===== src/common/epc_pkg.sv =====
// shared constants and types for the encoder position counter
package epc_pkg;
    // sizes
    localparam int NUM_CH = 3;
    localparam int CNT_W = 32;
    localparam int EXPO_W = 16;
    localparam int ADDR_W = 8;
    localparam int DATA_W = 32;
    // per-channel register window and shared registers, byte addresses
    localparam logic [ADDR_W-1:0] CH_STRIDE = 8'h10;
    localparam logic [ADDR_W-1:0] CH_CFG_OFS = 8'h00;
    localparam logic [ADDR_W-1:0] CH_MAX_OFS = 8'h04;
    localparam logic [ADDR_W-1:0] CH_PRESET_OFS = 8'h08;
    localparam logic [ADDR_W-1:0] CH_CMD_OFS = 8'h0C;
    localparam logic [ADDR_W-1:0] LIVE_BASE = 8'h40;
    localparam logic [ADDR_W-1:0] LATCH_BASE = 8'h50;
    localparam logic [ADDR_W-1:0] EXPO_STAT_OFS = 8'h60;
    localparam logic [ADDR_W-1:0] MEAS_SEQ_OFS = 8'h64;
    // field positions
    localparam int CFG_INTERP_LSB = 0;
    localparam int CFG_REF_LSB = 2;
    localparam int CMD_SET_BIT = 0;
    localparam int CMD_NEXT_BIT = 1;
    localparam int CMD_RSTREF_BIT = 2;
    localparam int STAT_SEEN_BIT = 0;
    localparam int EXPO_BUSY_BIT = 0;
    localparam int EXPO_OVR_BIT = 1;
    // reset values
    localparam logic [CNT_W-1:0] MAX_RST = 32'hFFFF_FFFF;
    localparam logic [CNT_W-1:0] PRESET_RST = 32'h0000_0000;
    localparam logic [CNT_W-1:0] CNT_RST = PRESET_RST;
    localparam logic [DATA_W-1:0] RDATA_RST = 32'h0000_0000;
    localparam logic [EXPO_W-1:0] TIMER_RST = 16'h0000;

    typedef enum logic [1:0] {
        EPC_INTERP_X1 = 2'h0,
        EPC_INTERP_X2 = 2'h1,
        EPC_INTERP_X4 = 2'h2
    } epc_interp_t;

    typedef enum logic [1:0] {
        EPC_REF_NONE = 2'h0,
        EPC_REF_FIRST = 2'h1,
        EPC_REF_EVERY = 2'h2
    } epc_refmode_t;

    typedef struct packed {
        logic [1:0] interp;
        logic [1:0] refmode;
        logic [CNT_W-1:0] max_val;
        logic [CNT_W-1:0] preset;
    } epc_cfg_t;

    typedef struct packed {
        logic set_value;
        logic next_mark;
        logic reset_ref;
    } epc_cmd_t;

    typedef struct packed {
        logic valid;
        logic [NUM_CH-1:0][CNT_W-1:0] cnt;
    } epc_meas_t;
endpackage : epc_pkg


===== src/hw/epc_quad_decoder.sv =====
// two-track quadrature decoder with selectable interpolation
`timescale 1ns/1ps
`default_nettype none
module epc_quad_decoder
    import epc_pkg::*;
(
    input wire logic ref_clk, // system clock
    input wire logic rst_b, // async reset, active low
    input wire logic trk_a, // encoder track a
    input wire logic trk_b, // encoder track b
    input wire logic [1:0] interp, // interpolation select
    output logic step, // one counted edge
    output logic step_up // direction of that edge
);
    logic a_reg, a_next, b_reg, b_next, primed_reg, primed_next;
    logic a_rise, a_fall, b_rise, b_fall, up_a, up_b;

    // edge detection and direction
    always_comb
    begin
        a_next = trk_a;
        b_next = trk_b;
        primed_next = 1'b1;
        a_rise = primed_reg & trk_a & ~a_reg;
        a_fall = primed_reg & ~trk_a & a_reg;
        b_rise = primed_reg & trk_b & ~b_reg;
        b_fall = primed_reg & ~trk_b & b_reg;
        up_a = a_rise ? ~trk_b : trk_b; // a leads b: up
        up_b = b_rise ? trk_a : ~trk_a;
        step = 1'b0;
        step_up = up_a;
        case (interp)
            EPC_INTERP_X1: step = a_rise;
            EPC_INTERP_X2: step = a_rise | a_fall;
            EPC_INTERP_X4:
            begin
                step = a_rise | a_fall | b_rise | b_fall;
                step_up = (a_rise | a_fall) ? up_a : up_b;
            end
            default: step = 1'b0;
        endcase
    end

    // previous track levels
    always_ff @(posedge ref_clk or negedge rst_b)
    begin
        if (!rst_b)
        begin
            a_reg <= 1'b0;
            b_reg <= 1'b0;
            primed_reg <= 1'b0;
        end
        else
        begin
            a_reg <= a_next;
            b_reg <= b_next;
            primed_reg <= primed_next;
        end
    end
endmodule : epc_quad_decoder
`default_nettype wire


===== src/hw/epc_chan_counter.sv =====
// one channel counter: wrap at maximum, preset, reference mark
`timescale 1ns/1ps
`default_nettype none
module epc_chan_counter
    import epc_pkg::*;
(
    input wire logic ref_clk, // system clock
    input wire logic rst_b, // async reset, active low
    input wire logic step, // counted edge
    input wire logic step_up, // count direction
    input wire logic ref_mark, // reference track level
    input wire epc_cfg_t cfg, // channel settings
    input wire epc_cmd_t cmd, // one-cycle commands
    output logic [CNT_W-1:0] count, // current count
    output logic ref_seen // a mark has loaded the count
);
    logic [CNT_W-1:0] cnt_reg, cnt_next;
    logic seen_reg, seen_next, z_reg, z_next, z_rise, load_ref;

    // count, reload and mark bookkeeping
    always_comb
    begin
        z_next = ref_mark;
        z_rise = ref_mark & ~z_reg;
        load_ref = 1'b0;
        if (z_rise && cfg.refmode == EPC_REF_FIRST && !seen_reg)
            load_ref = 1'b1;
        if (z_rise && cfg.refmode == EPC_REF_EVERY)
            load_ref = 1'b1;
        // none mode never loads on a mark
        seen_next = seen_reg;
        if (cmd.next_mark || cmd.reset_ref)
            seen_next = 1'b0;
        if (load_ref)
            seen_next = 1'b1; // set wins over clear
        cnt_next = cnt_reg;
        if (cmd.set_value)
            cnt_next = cfg.preset;
        else if (load_ref)
            cnt_next = cfg.preset;
        else if (step && step_up)
            cnt_next = (cnt_reg >= cfg.max_val) ? CNT_RST
                : cnt_reg + 32'h0000_0001;
        else if (step)
            cnt_next = (cnt_reg == CNT_RST) ? cfg.max_val
                : cnt_reg - 32'h0000_0001;
    end

    // state registers; reset loads the reset preset
    always_ff @(posedge ref_clk or negedge rst_b)
    begin
        if (!rst_b)
        begin
            cnt_reg <= CNT_RST;
            seen_reg <= 1'b0;
            z_reg <= 1'b0;
        end
        else
        begin
            cnt_reg <= cnt_next;
            seen_reg <= seen_next;
            z_reg <= z_next;
        end
    end

    assign count = cnt_reg;
    assign ref_seen = seen_reg;
endmodule : epc_chan_counter
`default_nettype wire


===== src/hw/epc_top.sv =====
// encoder position counter: three channels, registers, mid-exposure latch
//
// Contract
// - each channel counts single, double or quadruple edges per period.
// - the counter steps by one on each counted edge, following direction.
// - direction comes from the phase of track a against track b.
// - passing the configured maximum returns the count to zero.
// - the counter is 32 bits wide, reaching all ones at most.
// - in no-effect mode marks are ignored; preset only at reset or command.
// - first-mark mode loads the preset on the first mark after power-up.
// - first-mark mode re-arms after the next-mark or reset-reference command.
// - every-mark mode reloads the preset on every mark crossed.
// - the reset-reference command clears the mark-seen state.
// - the preset loads at every power-up and on the set-value command.
// - all counts are latched at mid-exposure and output with the value.
// - up to three channels, each with own settings, usable for triggers.
//
// The plain strobed port and the register offsets were left to the implementer.
`timescale 1ns/1ps
`default_nettype none
module epc_top
    import epc_pkg::*;
(
    input wire logic ref_clk, // 200 MHz clock
    input wire logic rst_b, // async reset, active low
    input wire logic [NUM_CH-1:0] enc_a, // track a per channel
    input wire logic [NUM_CH-1:0] enc_b, // track b per channel
    input wire logic [NUM_CH-1:0] enc_ref, // reference track
    input wire logic expo_start, // exposure begins, pulse
    input wire logic [EXPO_W-1:0] expo_cycles, // exposure length
    input wire logic [ADDR_W-1:0] reg_addr, // register byte address
    input wire logic [DATA_W-1:0] reg_wdata, // write data
    input wire logic reg_wr, // write strobe
    input wire logic reg_rd, // read strobe
    output logic [DATA_W-1:0] reg_rdata, // read data, next cycle
    output logic [NUM_CH-1:0][CNT_W-1:0] cnt_live, // counts for triggers
    output epc_meas_t meas // latched counts per value
);
    typedef enum logic [1:0] {
        ST_IDLE = 2'b00,
        ST_HALF = 2'b01
    } epc_state_t;

    epc_cfg_t [NUM_CH-1:0] cfg_reg, cfg_next;
    epc_cmd_t [NUM_CH-1:0] cmd;
    logic [NUM_CH-1:0][CNT_W-1:0] count;
    logic [NUM_CH-1:0] seen;
    logic [NUM_CH-1:0] step, step_up;
    logic [DATA_W-1:0] rdata_reg, rdata_next;
    epc_state_t state_reg, state_next;
    logic [EXPO_W-1:0] timer_reg, timer_next;
    logic [EXPO_W-1:0] half_len;
    epc_meas_t meas_reg, meas_next;
    logic ovr_reg, ovr_next;
    logic [DATA_W-1:0] seq_reg, seq_next;
    logic do_latch;

    // per-channel decoder and counter
    genvar g;
    generate
        for (g = 0; g < NUM_CH; g++)
        begin : g_ch
            epc_quad_decoder u_dec (
                .ref_clk(ref_clk),
                .rst_b(rst_b),
                .trk_a(enc_a[g]),
                .trk_b(enc_b[g]),
                .interp(cfg_reg[g].interp),
                .step(step[g]),
                .step_up(step_up[g])
            );
            epc_chan_counter u_cnt (
                .ref_clk(ref_clk),
                .rst_b(rst_b),
                .step(step[g]),
                .step_up(step_up[g]),
                .ref_mark(enc_ref[g]),
                .cfg(cfg_reg[g]),
                .cmd(cmd[g]),
                .count(count[g]),
                .ref_seen(seen[g])
            );
        end
    endgenerate

    // configuration writes and command pulses
    always_comb
    begin
        cfg_next = cfg_reg;
        cmd = '0;
        for (int c = 0; c < NUM_CH; c++)
        begin
            if (reg_wr && reg_addr == (ADDR_W'(c) * CH_STRIDE
                + CH_CFG_OFS))
            begin
                cfg_next[c].interp =
                    reg_wdata[CFG_INTERP_LSB +: 2];
                cfg_next[c].refmode = reg_wdata[CFG_REF_LSB +: 2];
            end
            else if (reg_wr && reg_addr == (ADDR_W'(c) * CH_STRIDE
                + CH_MAX_OFS))
            begin
                cfg_next[c].max_val = reg_wdata;
            end
            else if (reg_wr && reg_addr == (ADDR_W'(c) * CH_STRIDE
                + CH_PRESET_OFS))
            begin
                // value range left to software
                cfg_next[c].preset = reg_wdata;
            end
            else if (reg_wr && reg_addr == (ADDR_W'(c) * CH_STRIDE
                + CH_CMD_OFS))
            begin
                cmd[c].set_value = reg_wdata[CMD_SET_BIT];
                cmd[c].next_mark = reg_wdata[CMD_NEXT_BIT];
                cmd[c].reset_ref = reg_wdata[CMD_RSTREF_BIT];
            end
        end
    end

    // configuration registers
    always_ff @(posedge ref_clk or negedge rst_b)
    begin
        if (!rst_b)
        begin
            for (int c = 0; c < NUM_CH; c++)
            begin
                cfg_reg[c].interp <= EPC_INTERP_X1;
                cfg_reg[c].refmode <= EPC_REF_NONE;
                cfg_reg[c].max_val <= MAX_RST;
                cfg_reg[c].preset <= PRESET_RST;
            end
        end
        else
        begin
            cfg_reg <= cfg_next;
        end
    end

    // read mux, data stands only in the cycle after the strobe
    always_comb
    begin
        rdata_next = RDATA_RST;
        if (reg_rd)
        begin
            if (reg_addr == EXPO_STAT_OFS)
            begin
                rdata_next[EXPO_BUSY_BIT] = (state_reg == ST_HALF);
                rdata_next[EXPO_OVR_BIT] = ovr_reg;
            end
            else if (reg_addr == MEAS_SEQ_OFS)
            begin
                rdata_next = seq_reg;
            end
            else
            begin
                for (int c = 0; c < NUM_CH; c++)
                begin
                    if (reg_addr == (ADDR_W'(c) * CH_STRIDE
                        + CH_CFG_OFS))
                    begin
                        rdata_next[CFG_INTERP_LSB +: 2] =
                            cfg_reg[c].interp;
                        rdata_next[CFG_REF_LSB +: 2] =
                            cfg_reg[c].refmode;
                    end
                    else if (reg_addr == (ADDR_W'(c) * CH_STRIDE
                        + CH_MAX_OFS))
                    begin
                        rdata_next = cfg_reg[c].max_val;
                    end
                    else if (reg_addr == (ADDR_W'(c) * CH_STRIDE
                        + CH_PRESET_OFS))
                    begin
                        rdata_next = cfg_reg[c].preset;
                    end
                    else if (reg_addr == (ADDR_W'(c) * CH_STRIDE
                        + CH_CMD_OFS))
                    begin
                        rdata_next[STAT_SEEN_BIT] = seen[c];
                    end
                    else if (reg_addr == (LIVE_BASE
                        + ADDR_W'(4 * c)))
                    begin
                        rdata_next = count[c];
                    end
                    else if (reg_addr == (LATCH_BASE
                        + ADDR_W'(4 * c)))
                    begin
                        rdata_next = meas_reg.cnt[c];
                    end
                end
            end
        end
    end

    // read data register
    always_ff @(posedge ref_clk or negedge rst_b)
    begin
        if (!rst_b)
        begin
            rdata_reg <= RDATA_RST;
        end
        else
        begin
            rdata_reg <= rdata_next;
        end
    end

    // mid-exposure timer: wait half the exposure, then latch
    always_comb
    begin
        half_len = expo_cycles >> 1;
        state_next = state_reg;
        timer_next = timer_reg;
        do_latch = 1'b0;
        ovr_next = ovr_reg;
        case (state_reg)
            ST_IDLE:
            begin
                if (expo_start && half_len == TIMER_RST)
                    do_latch = 1'b1;
                else if (expo_start)
                begin
                    timer_next = half_len - 16'h0001;
                    state_next = ST_HALF;
                end
            end
            ST_HALF:
            begin
                if (timer_reg == TIMER_RST)
                begin
                    do_latch = 1'b1;
                    state_next = ST_IDLE;
                end
                else
                begin
                    timer_next = timer_reg - 16'h0001;
                end
            end
            default:
            begin
                state_next = ST_IDLE;
            end
        endcase
        // overrun: start refused while waiting; write one clears
        if (reg_wr && reg_addr == EXPO_STAT_OFS
            && reg_wdata[EXPO_OVR_BIT])
            ovr_next = 1'b0;
        if (expo_start && state_reg == ST_HALF)
            ovr_next = 1'b1;
    end

    // latched counts and measurement sequence
    always_comb
    begin
        meas_next = meas_reg;
        meas_next.valid = do_latch;
        seq_next = seq_reg;
        if (do_latch)
        begin
            meas_next.cnt = count; // all channels at once
            seq_next = seq_reg + 32'h0000_0001;
        end
    end

    // timer and latch registers
    always_ff @(posedge ref_clk or negedge rst_b)
    begin
        if (!rst_b)
        begin
            state_reg <= ST_IDLE;
            timer_reg <= TIMER_RST;
            ovr_reg <= 1'b0;
            meas_reg <= '0;
            seq_reg <= RDATA_RST;
        end
        else
        begin
            state_reg <= state_next;
            timer_reg <= timer_next;
            ovr_reg <= ovr_next;
            meas_reg <= meas_next;
            seq_reg <= seq_next;
        end
    end

    // outputs
    assign reg_rdata = rdata_reg;
    assign cnt_live = count; // from counter flops
    assign meas = meas_reg;
endmodule : epc_top
`default_nettype wire


===== config.mk =====
export PLATFORM = sky130hd
export DESIGN_NAME = epc_top
export DESIGN_NICKNAME = d
export VERILOG_FILES = /design/src/common/epc_pkg.sv /design/src/hw/epc_quad_decoder.sv /design/src/hw/epc_chan_counter.sv /design/src/hw/epc_top.sv
export SDC_FILE = /design/constraint.sdc
export NUM_CORES = 1
export LEC_CHECK = 0
export ABC_AREA = 0
export BUFFER_PORTS_ARGS = -buffer_cell sky130_fd_sc_hd__buf_2
export CAP_MARGIN = 10
export CELL_PAD_IN_SITES_DETAIL_PLACEMENT = 1
export CELL_PAD_IN_SITES_GLOBAL_PLACEMENT = 1
export CORE_ASPECT_RATIO = 1.5
export CORE_MARGIN = 4
export CORE_UTILIZATION = 46
export DETAILED_ROUTE_END_ITERATION = 16
export PLACE_DENSITY_LB_ADDON = 0.1
export SYNTH_ARGS = -nofsm -noshare
export SYNTH_HDL_FRONTEND = slang
export SYNTH_SLANG_ARGS = --single-unit

===== constraint.sdc =====
create_clock -name ref_clk -period 4.27 [get_ports ref_clk]
set_input_delay 0.2135 -clock ref_clk [delete_from_list [all_inputs] [get_ports ref_clk]]
set_output_delay 0.2135 -clock ref_clk [all_outputs]
set_load 0.005 [all_outputs]

# == Word-level counts from Yosys, hierarchy flattened ==
# Index checks and enable logic that the tools add are counted.
# op_classes
add_sub_neg,9
n_lt_le_gt_ge,3
n_eq_ne,36
n_mux,108
bitwise_logic,57
reduce_logical,60
# ops
cell,count
$mux 32,36
$mux 28,6
$add 32x1->32 const B,4
$ge 32x32->1,3
$logic_not 32->1,3
$sub 32x1->32 const B,3
$mux 31,3
$eq 8x7->1 const B,8
$mux 16,3
$mux 3,12
$eq 8x5->1 const B,4
$eq 8x6->1 const B,4
$logic_not 16->1,2
$pmux 16 s2,1
$mux 1,31
$mux 30,1
$logic_and 1x1->1,28
$and 1x1->1,27
$mux 4,6
$not 1->1,21
$eq 8x4->1 const B,2
$sub 15x1->16 const B,1
$sub 16x1->16 const B,1
$eq 2x1->1 const B,7
17 further kinds,56
# word_totals
ff_bits,493
in_bits,70
output_inout_bits,225
word_cells,310

# == Logic depth before layout (Yosys ltp) ==
# Gate-level depths: netlist of run 1.
# depth
depth_word,29
mapped_depth,13
depth_no_buf,10

# == By module ==
# Synthesis of run 1 repeated with hierarchy kept, for this count alone.
# hier_totals
hier_cells,3557
area_unflattened_um2,32922.8
# modules_own_cells
module,n_inst,cells_each,area_per_inst_um2,seq_area_each_um2
epc_top,1,1731,19421.1,9704.3
epc_chan_counter (g_ch[1].u_cnt ...),2,584,4257.8,850.8
epc_chan_counter (g_ch[0].u_cnt),1,598,4389.2,850.8
epc_quad_decoder,3,20,198.9,75.1

# == Worst setup path before layout of run 1 ==
# No wires, ideal clock.
# synth_path
path_kind,register to register
start,register state_reg[0]
end,register timer_reg[14]
setup_ns,0.078
arrival_ns,3.535
t_required_ns,4.192
slack_ns,0.657
path_stages_with_launch,14
n_path_buf,4
synth_period_minus_slack_ns,3.613
cell_sequence,dfrtp_1 -> clkbuf_1 -> clkbuf_1 -> clkbuf_1 -> clkbuf_1 -> mux2i_1 -> ha_1 -> o21ai_0 -> nor2_1 -> nand3_1 -> a2111oi_0 -> xor2_1 -> o22ai_1 -> a21oi_1
# synth_between
elab_chain_cells,3
elab_cells_between_ends,8
classes_between,eq/ne: 4; mux: 1; reduce/logical: 3
# synth_lines
item,line,text
from (decl),epc_top.sv:50,"epc_state_t state_reg, state_next;"
from (signal assigned),epc_top.sv:280,state_reg <= state_next;
$eq 2x1->1 / $logic_not 2->1 (equally long branches),epc_top.sv:218,case (state_reg)
$ne 2x2->1 (no source line) / $reduce_bool 2->1 (equally long branches),n/a,
$reduce_and 4->1 (no source line),n/a,
to (signal assigned),epc_top.sv:281,timer_reg <= timer_next;
to (decl),epc_top.sv:51,"logic [EXPO_W-1:0] timer_reg, timer_next;"
# Parallel ways exist; a longest one is shown, timed or not.
# A chain may end at the register's enable or synchronous reset.

# == Final worst setup path of run 1 ==
# layout_path
start,register cfg_reg[135] (netlist name)
end,register g_ch[1].u_cnt.cnt_reg[9]
# layout_between
elab_chain_cells,6
elab_cells_between_ends,10
classes_between,eq/ne: 2; mux: 5; reduce/logical: 3
# layout_lines
item,line,text
"$eq 2x2->1, or another cell as far along",epc_quad_decoder.sv:32,case (interp)
$pmux 1 s3 / $mux 1 (equally long branches),epc_quad_decoder.sv:32,
$logic_and 1x1->1,epc_chan_counter.sv:41,else if (step && step_up)
$mux 32,epc_chan_counter.sv:41,
$mux 32,epc_chan_counter.sv:39,else if (load_ref)
$mux 32,epc_chan_counter.sv:37,if (cmd.set_value)
to (signal assigned),epc_chan_counter.sv:60,cnt_reg <= cnt_next;
to (decl),epc_chan_counter.sv:17,"logic [CNT_W-1:0] cnt_reg, cnt_next;"
# Parallel ways exist; a longest one is shown, timed or not.

==> summary.md, run 1 <==
| Metric | Value |
|---|---|
| CP bufs+invs | 2 |
| CTS hold repair buffers | 31 |
| Area taken by multi-input logic gates | 17360 um^2 |
| Final setup violation count | 0 |
| Relative slew slack | 24.58% |
| Starting density of the core | 46.59% |
| Clk slew on worst S/H paths | 0.07 ns |
| Maxcap violations | 0 |
| IO buf count | 293 |
| Critical Path, Cell by Cell | nor2b_1 -> a32o_1 -> o21ai_0 -> nand2_1 -> buf_4 -> nor4_2 -> buf_4 -> nand4_1 -> a41oi_1 -> a21o_1 |
| Synthesized net count | 3699 |
| CORE AREA | 67050 um^2 |
| Pre-CTS WS | 0.6253 ns |
| Setup ws final | 0.4651 ns |
| Async SR Flop Fraction | 100.0% |
| GR Util met3 | 8.036% |
| Final min period | 3.805 ns |
| Initial antenna violation count | 14 |
| Post-route ant nets | 0 |
| Initial drt markers | 3228 |
| Worst VDD drop | 0.0003627 V |
| Die Height | 327.2 um |
| Worst-Skew Late Latency | 0.66 ns |
| GR Overflow Total | 0 |
| Clk_skew | 0.02003 ns |
| Setup_tns | 0 ns |
| Fraction of layout cells with a size suffix above 1 | 24.27% |
| PD cells | 474.8 nW/um^2 |
| Met2 usage | 69.61% |
| Nets | 3993 |
| Setup crit end kind | flop |
| I/O Pins | 295 |
| Critical path class | reg -> reg |
| Post-CTS Setup Bufs | 0 |
| Number of remaining DRC errors | 0 |
| Final Hold Vio Count | 0 |
| Area delta synth->final | 17.08% |
| Root Driver | clkbuf_16 |
| Post-synthesis sequential area ratio | 39.80% |
| Post-Syn Area | 31240 um^2 |
| Slew Viols, Final | 0 |
| RSZ-0062 raised after global routing | false |
| Top_reg_cell synth | dfrtp_1 |
| Critical Path RT | 4.86 ns |
| Slowest CP cell | o21ai_0 |
| Largest stage delay on the critical path | 0.78 ns |
| Syn_area_per_cell | 8.869 um^2 |
| Placed instance area | 34420 um^2 |
| Final worst-path cycle share | 89.11% |
| Drt total wl | 158400 um |
| CP arrival | 4.40 ns |
| Clock buffer depth | 3 |
| Largest net degree at the start of global routing | 101 |
| Worst setup SP type | flop |
| Vias in the first global route | 33540 |
| Crit path max-delay family | compound AO/OA/AOI/OAI gates |
| Most common cell after layout, fill and taps aside | nand2_1 |
| Vias per inst | 6.732 |
| #FFs+latches synth | 492 |
| Final total power | 17360 uW |
| H-tree depth | 2 |
| Yosys Warn Count | 0 |
| Gates resized, CTS repair | 0 |
| Routability Congestion | 1.040 |
| Status | finished clean |
| Wire per inst | 33.35 um |
| Register area | 12430 um^2 |
| Most used routing layer | met2 |
| Fillers | 7827 |
| Post-route cell area | 36570 um^2 |
| Leakage dissipation | 0.01680 uW |
| Drt pass-1 iters | 9 |
| Crit-path most repeated cell | buf_4 |
| Layout Utilization | 54.54% |
| Max Fclk | 262.8 MHz |
| Total global-route track usage | 42.97% |
| Die width | 220.8 um |
| Clock Sinks | 492 |
| Hold WC Path Type | in -> reg |
| Die area | 72230 um^2 |
| Grt met1 use | 49.28% |
| CTS tree | done |
| DR vias | 31980 |
| Worst-Margin Slew | 1.127 ns |
| FP Rows | 116 |
| Max reg flops | 204 |
| Synth cell types | 84 |
| Synth Instances | 3522 |
| Most frequent cells in the layout | nand2_1 (482), dfrtp_1 (396), buf_2 (291) |
| Reg2Reg Setup Slack | 0.47 ns |
| EDFF count, synth | 0 |
| Global-route wire length before repair | 228700 um |
| Dpl hpwl | 117600 um |
| CP Max Fanout | 20 |
| CTS Buf Count | 52 |
routing by layer:
| metal | vias to the layer above | share of wire (%) |
|---|---|---|
| met4 | 10 | 10 |
| met2 | 1739 | 47 |
| met3 | 582 | 7.6 |
| met5 | - | 0.041 |
| met1 | 16270 | 35 |
| li1 | 13380 | - |
cell type report:
class,instances,area share (%)
inverters,127,1.304
clock buffers,68,3.914
diodes,5,0.03421
multi-input cells,2628,47.47
flip-flops and latches,492,33.99
well taps,885,3.028
repair buffers,515,9.155
clock inverters,30,1.098
through the flow:
step           hold WS, ns  instances
3_5_place_dp        0.2814       4616
2_1_floorplan     -0.08209       3522
4_1_cts           0.001002       4745
6_report           0.03244       4750
3_3_place_gp        0.2709       4616
5_1_grt            0.01803       4746
path summary, 6_finish.rpt:
check	from	end	depth (start not counted)
max in group asynchronous	rst_b	timer_reg[2]$_DFFE_PN0P_	3
setup / recovery	cfg_reg[135]$_DFFE_PN0P_	g_ch[1].u_cnt.count[9]$_DFFE_PN0P_	10
setup reg to reg	cfg_reg[135]$_DFFE_PN0P_	g_ch[1].u_cnt.count[9]$_DFFE_PN0P_	10
hold reg to reg	meas[62]$_DFFE_PN0N_	meas[62]$_DFFE_PN0N_	2
hold / removal	expo_cycles[6]	timer_reg[5]$_DFFE_PN0P_	3
min in group asynchronous	rst_b	meas[0]$_DFFE_PN0N_	2
tightest hold or removal path, cell delays in order:
cell and delay (ns):
buf_2 0.13, xor2_1 0.07, o221a_2 0.22
synthesized netlist by cell type (17+ instances only):
cell | n | share of area (%)
nand2_1 | 482 | 5.8
a221oi_1 | 49 | 1.4
nor3_1 | 91 | 1.5
nand2b_1 | 24 | 0.48
and2_1 | 17 | 0.34
buf_1 | 39 | 0.47
xnor2_1 | 81 | 2.3
nor2b_1 | 27 | 0.54
mux2_2 | 214 | 7.7
clkbuf_1 | 217 | 2.6
nand4_1 | 57 | 1.1
nand3_1 | 95 | 1.5
o21ai_0 | 153 | 2.5
a222oi_1 | 22 | 0.70
or3_1 | 24 | 0.48
a31oi_1 | 45 | 0.90
ha_1 | 107 | 4.3
nor2_1 | 270 | 3.2
a22oi_1 | 21 | 0.50
mux2i_1 | 68 | 2.2
o22a_1 | 17 | 0.48
o22ai_1 | 66 | 1.3
nor3b_1 | 21 | 0.50
and3_1 | 52 | 1.0
o21ai_1 | 22 | 0.35
o211ai_1 | 26 | 0.62
a211oi_1 | 60 | 1.4
nor4_1 | 34 | 0.68
o31ai_1 | 28 | 0.67
dfrtp_1 | 396 | 32
xor2_1 | 52 | 1.5
a21oi_1 | 177 | 2.8
inv_1 | 127 | 1.5
dfstp_2 | 96 | 8.1
report_power, final:
group	internal (uW)	switching [uW]	total [uW]	leakage, uW
Clock	2870	2190	5060	0.000896
Sequential	5180	967	6150	0.00629
Combinational	2420	3740	6160	0.00961
cell families (layout without fill, tap and decap cells):
logic type                 Yosys count  count (layout)  synth area share [%]
DFF                                492             492                 39.80
AOI/OAI and AO/OA                  846             846                 18.25
xor gates and xnor gates           133             133                 3.729
other                                1               6               0.01200
buffers and inverters              402             740                 4.967
adders and majority gates          107             107                 4.286
muxes                              282             282                 9.893
and+or+nand+nor                   1259            1259                 19.07
Power figures use the tool's default switching activity.
==> run 2: changes to the inputs <==
- CAP_MARGIN: 10 -> 40
- CORE_MARGIN: 4 -> unset
- CORE_UTILIZATION: 46 -> 42
- clock period: 4.27 -> 3.2 ns (I/O delays scaled with it)
==> run 2 against run 1 <==
Global-route usage decreased by 0.21 points. Count of clock-buffer cells in the layout rose by 7. Setup slack worse by 0.40 ns. Sequential power increased by 26%. Largest power group unchanged.
==> summary.md, run 2 (synthesized netlist as in run 1, its figures left out) <==
| Metric | Value |
|---|---|
| Status | finished clean |
| Logic gate share of total power | 39.0% (+3.5 points) |
| Maxcap violations | 0 (unchanged) |
| Die Height | 336.0 um (+2.7%) |
| Final min period | 3.132 ns (-0.6725 ns) |
| PD cells | 622.4 nW/um^2 (+31%) |
| Post-route cell area | 38480 um^2 (+5.2%) |
| Total global-route track usage | 42.76% (-0.21 points) |
| Most common cell after layout, fill and taps aside | nand2_1 |
| Post-route ant nets | 0 (unchanged) |
| Worst-Margin Slew | 0.9271 ns (-0.2001 ns) |
| IO buf count | 293 (unchanged) |
| Clk slew on worst S/H paths | 0.07 ns (about the same) |
| FP Rows | 122 (+5.2%) |
| Crit Reg-Reg Startpoint | cfg_reg[202]$_DFFE_PN0P_ |
| Critical Path, Cell by Cell | nand2b_1 -> nor2_1 -> o31a_1 -> nand3_4 -> or3_1 -> or2_1 -> buf_12 -> or4_1 -> o211ai_1 |
| Worst VDD drop | 0.0004552 V (+26%) |
| CORE AREA | 73730 um^2 (+10%) |
| GR Overflow Total | 0 (unchanged) |
| R2R Path End | g_ch[2].u_cnt.count[3]$_DFFE_PN0P_ |
| DR vias | 32260 (+0.88%) |
| Max Fclk | 319.2 MHz (+21%) |
| Routability Congestion | 1.072 (+3.0%) |
| Hold WC Path Type | in -> reg |
| Die area | 75490 um^2 (+4.5%) |
| Largest stage delay on the critical path | 0.51 ns (-0.27 ns) |
| Most frequent cells in the layout | nand2_1 (480), dfrtp_1 (396), buf_4 (319) |
| Pre-CTS WS | -0.1448 ns (-0.7702 ns) |
| Worst setup SP type | flop |
| Vias per inst | 6.400 (-4.9%) |
| Die width | 224.7 um (+1.8%) |
| CTS Buf Count | 55 (+5.8%) |
| Drt total wl | 162200 um (+2.4%) |
| Reg2Reg Setup Slack | 0.07 ns (-0.40 ns) |
| Hold Crit Start | reg_wdata[7] |
| Int Power | 14560 uW (+39%) |
| Final worst-path cycle share | 97.89% (+8.8 points) |
| Slew Viols, Final | 0 (unchanged) |
| Worst-Skew Late Latency | 0.68 ns (+0.02 ns) |
| Worst Hold Endpoint | cfg_reg[175]$_DFFE_PN1P_ |
| Area delta synth->final | 23.20% |
| Placed instance area | 35860 um^2 (+4.2%) |
| Final Hold Vio Count | 0 (unchanged) |
| Initial drt markers | 2900 (-10%) |
| Fraction of layout cells with a size suffix above 1 | 27.78% (+3.5 points) |
| Worst Hold Path Cells | 2 (-1) |
| Clock buffer depth | 3 (unchanged) |
| Critical path class | reg -> reg |
| CP arrival | 3.72 ns (-0.68 ns) |
| CTS tree | done |
| Setup crit end kind | flop |
| Dpl hpwl | 121100 um (+3.0%) |
| Vias in the first global route | 33540 (-0.0089%) |
| Seq pwr share | 32.2% (-3.2 points) |
| Clock Power Share | 28.7% (-0.4 points) |
| Largest net degree at the start of global routing | 82 (-19%) |
| Initial antenna violation count | 14 (unchanged) |
| Switching share of power | 39.20% (-0.53 points) |
| Register area | 12430 um^2 (unchanged) |
| Fillers | 8608 (+10%) |
| Nets | 4170 (+4.4%) |
| Critical Path RT | 3.79 ns (-1.07 ns) |
| Starting density of the core | 42.37% (-4.2 points) |
| CP Max Fanout | 17 (-15%) |
| Area taken by multi-input logic gates | 17530 um^2 (+0.95%) |
| Wire per inst | 32.19 um (-3.5%) |
| Final setup violation count | 0 (unchanged) |
| Clk_skew | 0.03859 ns (+0.01856 ns) |
| Setup ws final | 0.06761 ns (-0.3975 ns) |
| I/O Pins | 295 (unchanged) |
| Clock Sinks | 492 (unchanged) |
| Max reg flops | 204 (unchanged) |
| Root Driver | clkbuf_16 |
| Number of remaining DRC errors | 0 (unchanged) |
| Global-route wire length before repair | 233900 um (+2.3%) |
| Net Switching | 9391 uW (+36%) |
| H-tree depth | 2 (unchanged) |
| Relative slew slack | 38.20% (+14 points) |
| Setup_tns | 0 ns (unchanged) |
| Slowest CP cell | or4_1 |
| Leakage dissipation | 0.01778 uW (+5.8%) |
| Drt pass-1 iters | 8 (-1) |
| Layout Utilization | 52.20% (-2.3 points) |
| R2R depth | 9 (-1) |
| Hold Worst Slack | 0.02906 ns (-0.003389 ns) |
## run 2: cell types whose count changed in the layout (fill, tap and decap cells not counted), moves of 4 or more
cell / change
buf_4: +137
dlygate4sd3_1: +19
buf_12: +14
o21ai_0: -5
a211oi_1: -4
a211oi_2: +4
a21oi_1: -4
a21oi_2: +4
buf_6: +4
clkbuf_16: +4
clkbuf_8: +4
diode_2: +4
## run 2: worst max path at each step
stage / to / start / slack [ns]
after global placement: g_ch[2].u_cnt.count[3]$_DFFE_PN0P_ / cfg_reg[173]$_DFFE_PN1P_ / -0.15
after detailed placement: g_ch[1].u_cnt.count[21]$_DFFE_PN0P_ / cfg_reg[105]$_DFFE_PN1P_ / -0.14
after CTS: g_ch[2].u_cnt.count[3]$_DFFE_PN0P_ / cfg_reg[173]$_DFFE_PN1P_ / 0.04
after global routing: g_ch[2].u_cnt.count[3]$_DFFE_PN0P_ / cfg_reg[202]$_DFFE_PN0P_ / -0.07
final: g_ch[2].u_cnt.count[3]$_DFFE_PN0P_ / cfg_reg[202]$_DFFE_PN0P_ / 0.07
after floorplan: timer_reg[14]$_DFFE_PN0P_ / state_reg[0]$_DFFE_PN0P_ / 0.08
## run 2: area by class of cell
class / instances / area share (%)
multi-input cells: 2628 / 45.54
flip-flops and latches: 492 / 32.30
repair buffers: 689 / 12.71
clock buffers: 75 / 4.113
well taps: 992 / 3.225
inverters: 127 / 1.239
clock inverters: 28 / 0.8063
diodes: 9 / 0.05852
## run 2: worst max-delay path: cells and delay by family (launching register included)
kind / cells / cell delay (ns)
simple gates: 6 / 1.98
flops: 1 / 0.47
compound gates: 2 / 0.40
buf+inv: 1 / 0.17
## run 2: metrics by stage
step | std cells | power, uW
after global routing | 5034 | 24930
after global placement | 4872 | 16470
after detailed placement | 4874 | 16730
final | 5040 | 23950
after floorplan | 3522 | 12620
after CTS | 5030 | 23670
## run 2: timing repair
action,4_1_cts,5_1_grt
pin swaps,1,10
hold buffers,50,0
buffers inserted,3,0
hold endpoints to repair,196,0
setup endpoints to repair,29,54
resized for setup,5,34
## run 2: layer usage
metal  up-vias  GRT usage (%)  part of all wire, %
met5         -              0                0.033
met4         8          35.79                   10
met3       522          7.698                  6.8
met2      1488          70.02                   47
met1     16480          48.45                   37
li1      13760              -                    -
## run 2: power groups by stage
| stage | clock network [uW] | registers, uW | logic (uW) |
|---|---|---|---|
| global placement | 0 | 7760 | 8710 |
| floorplan | 0 | 7670 | 4950 |
| CTS | 6910 | 7690 | 9070 |
| global route | 7120 | 7790 | 10000 |
| finish | 6880 | 7720 | 9350 |
| detailed placement | 0 | 7800 | 8940 |
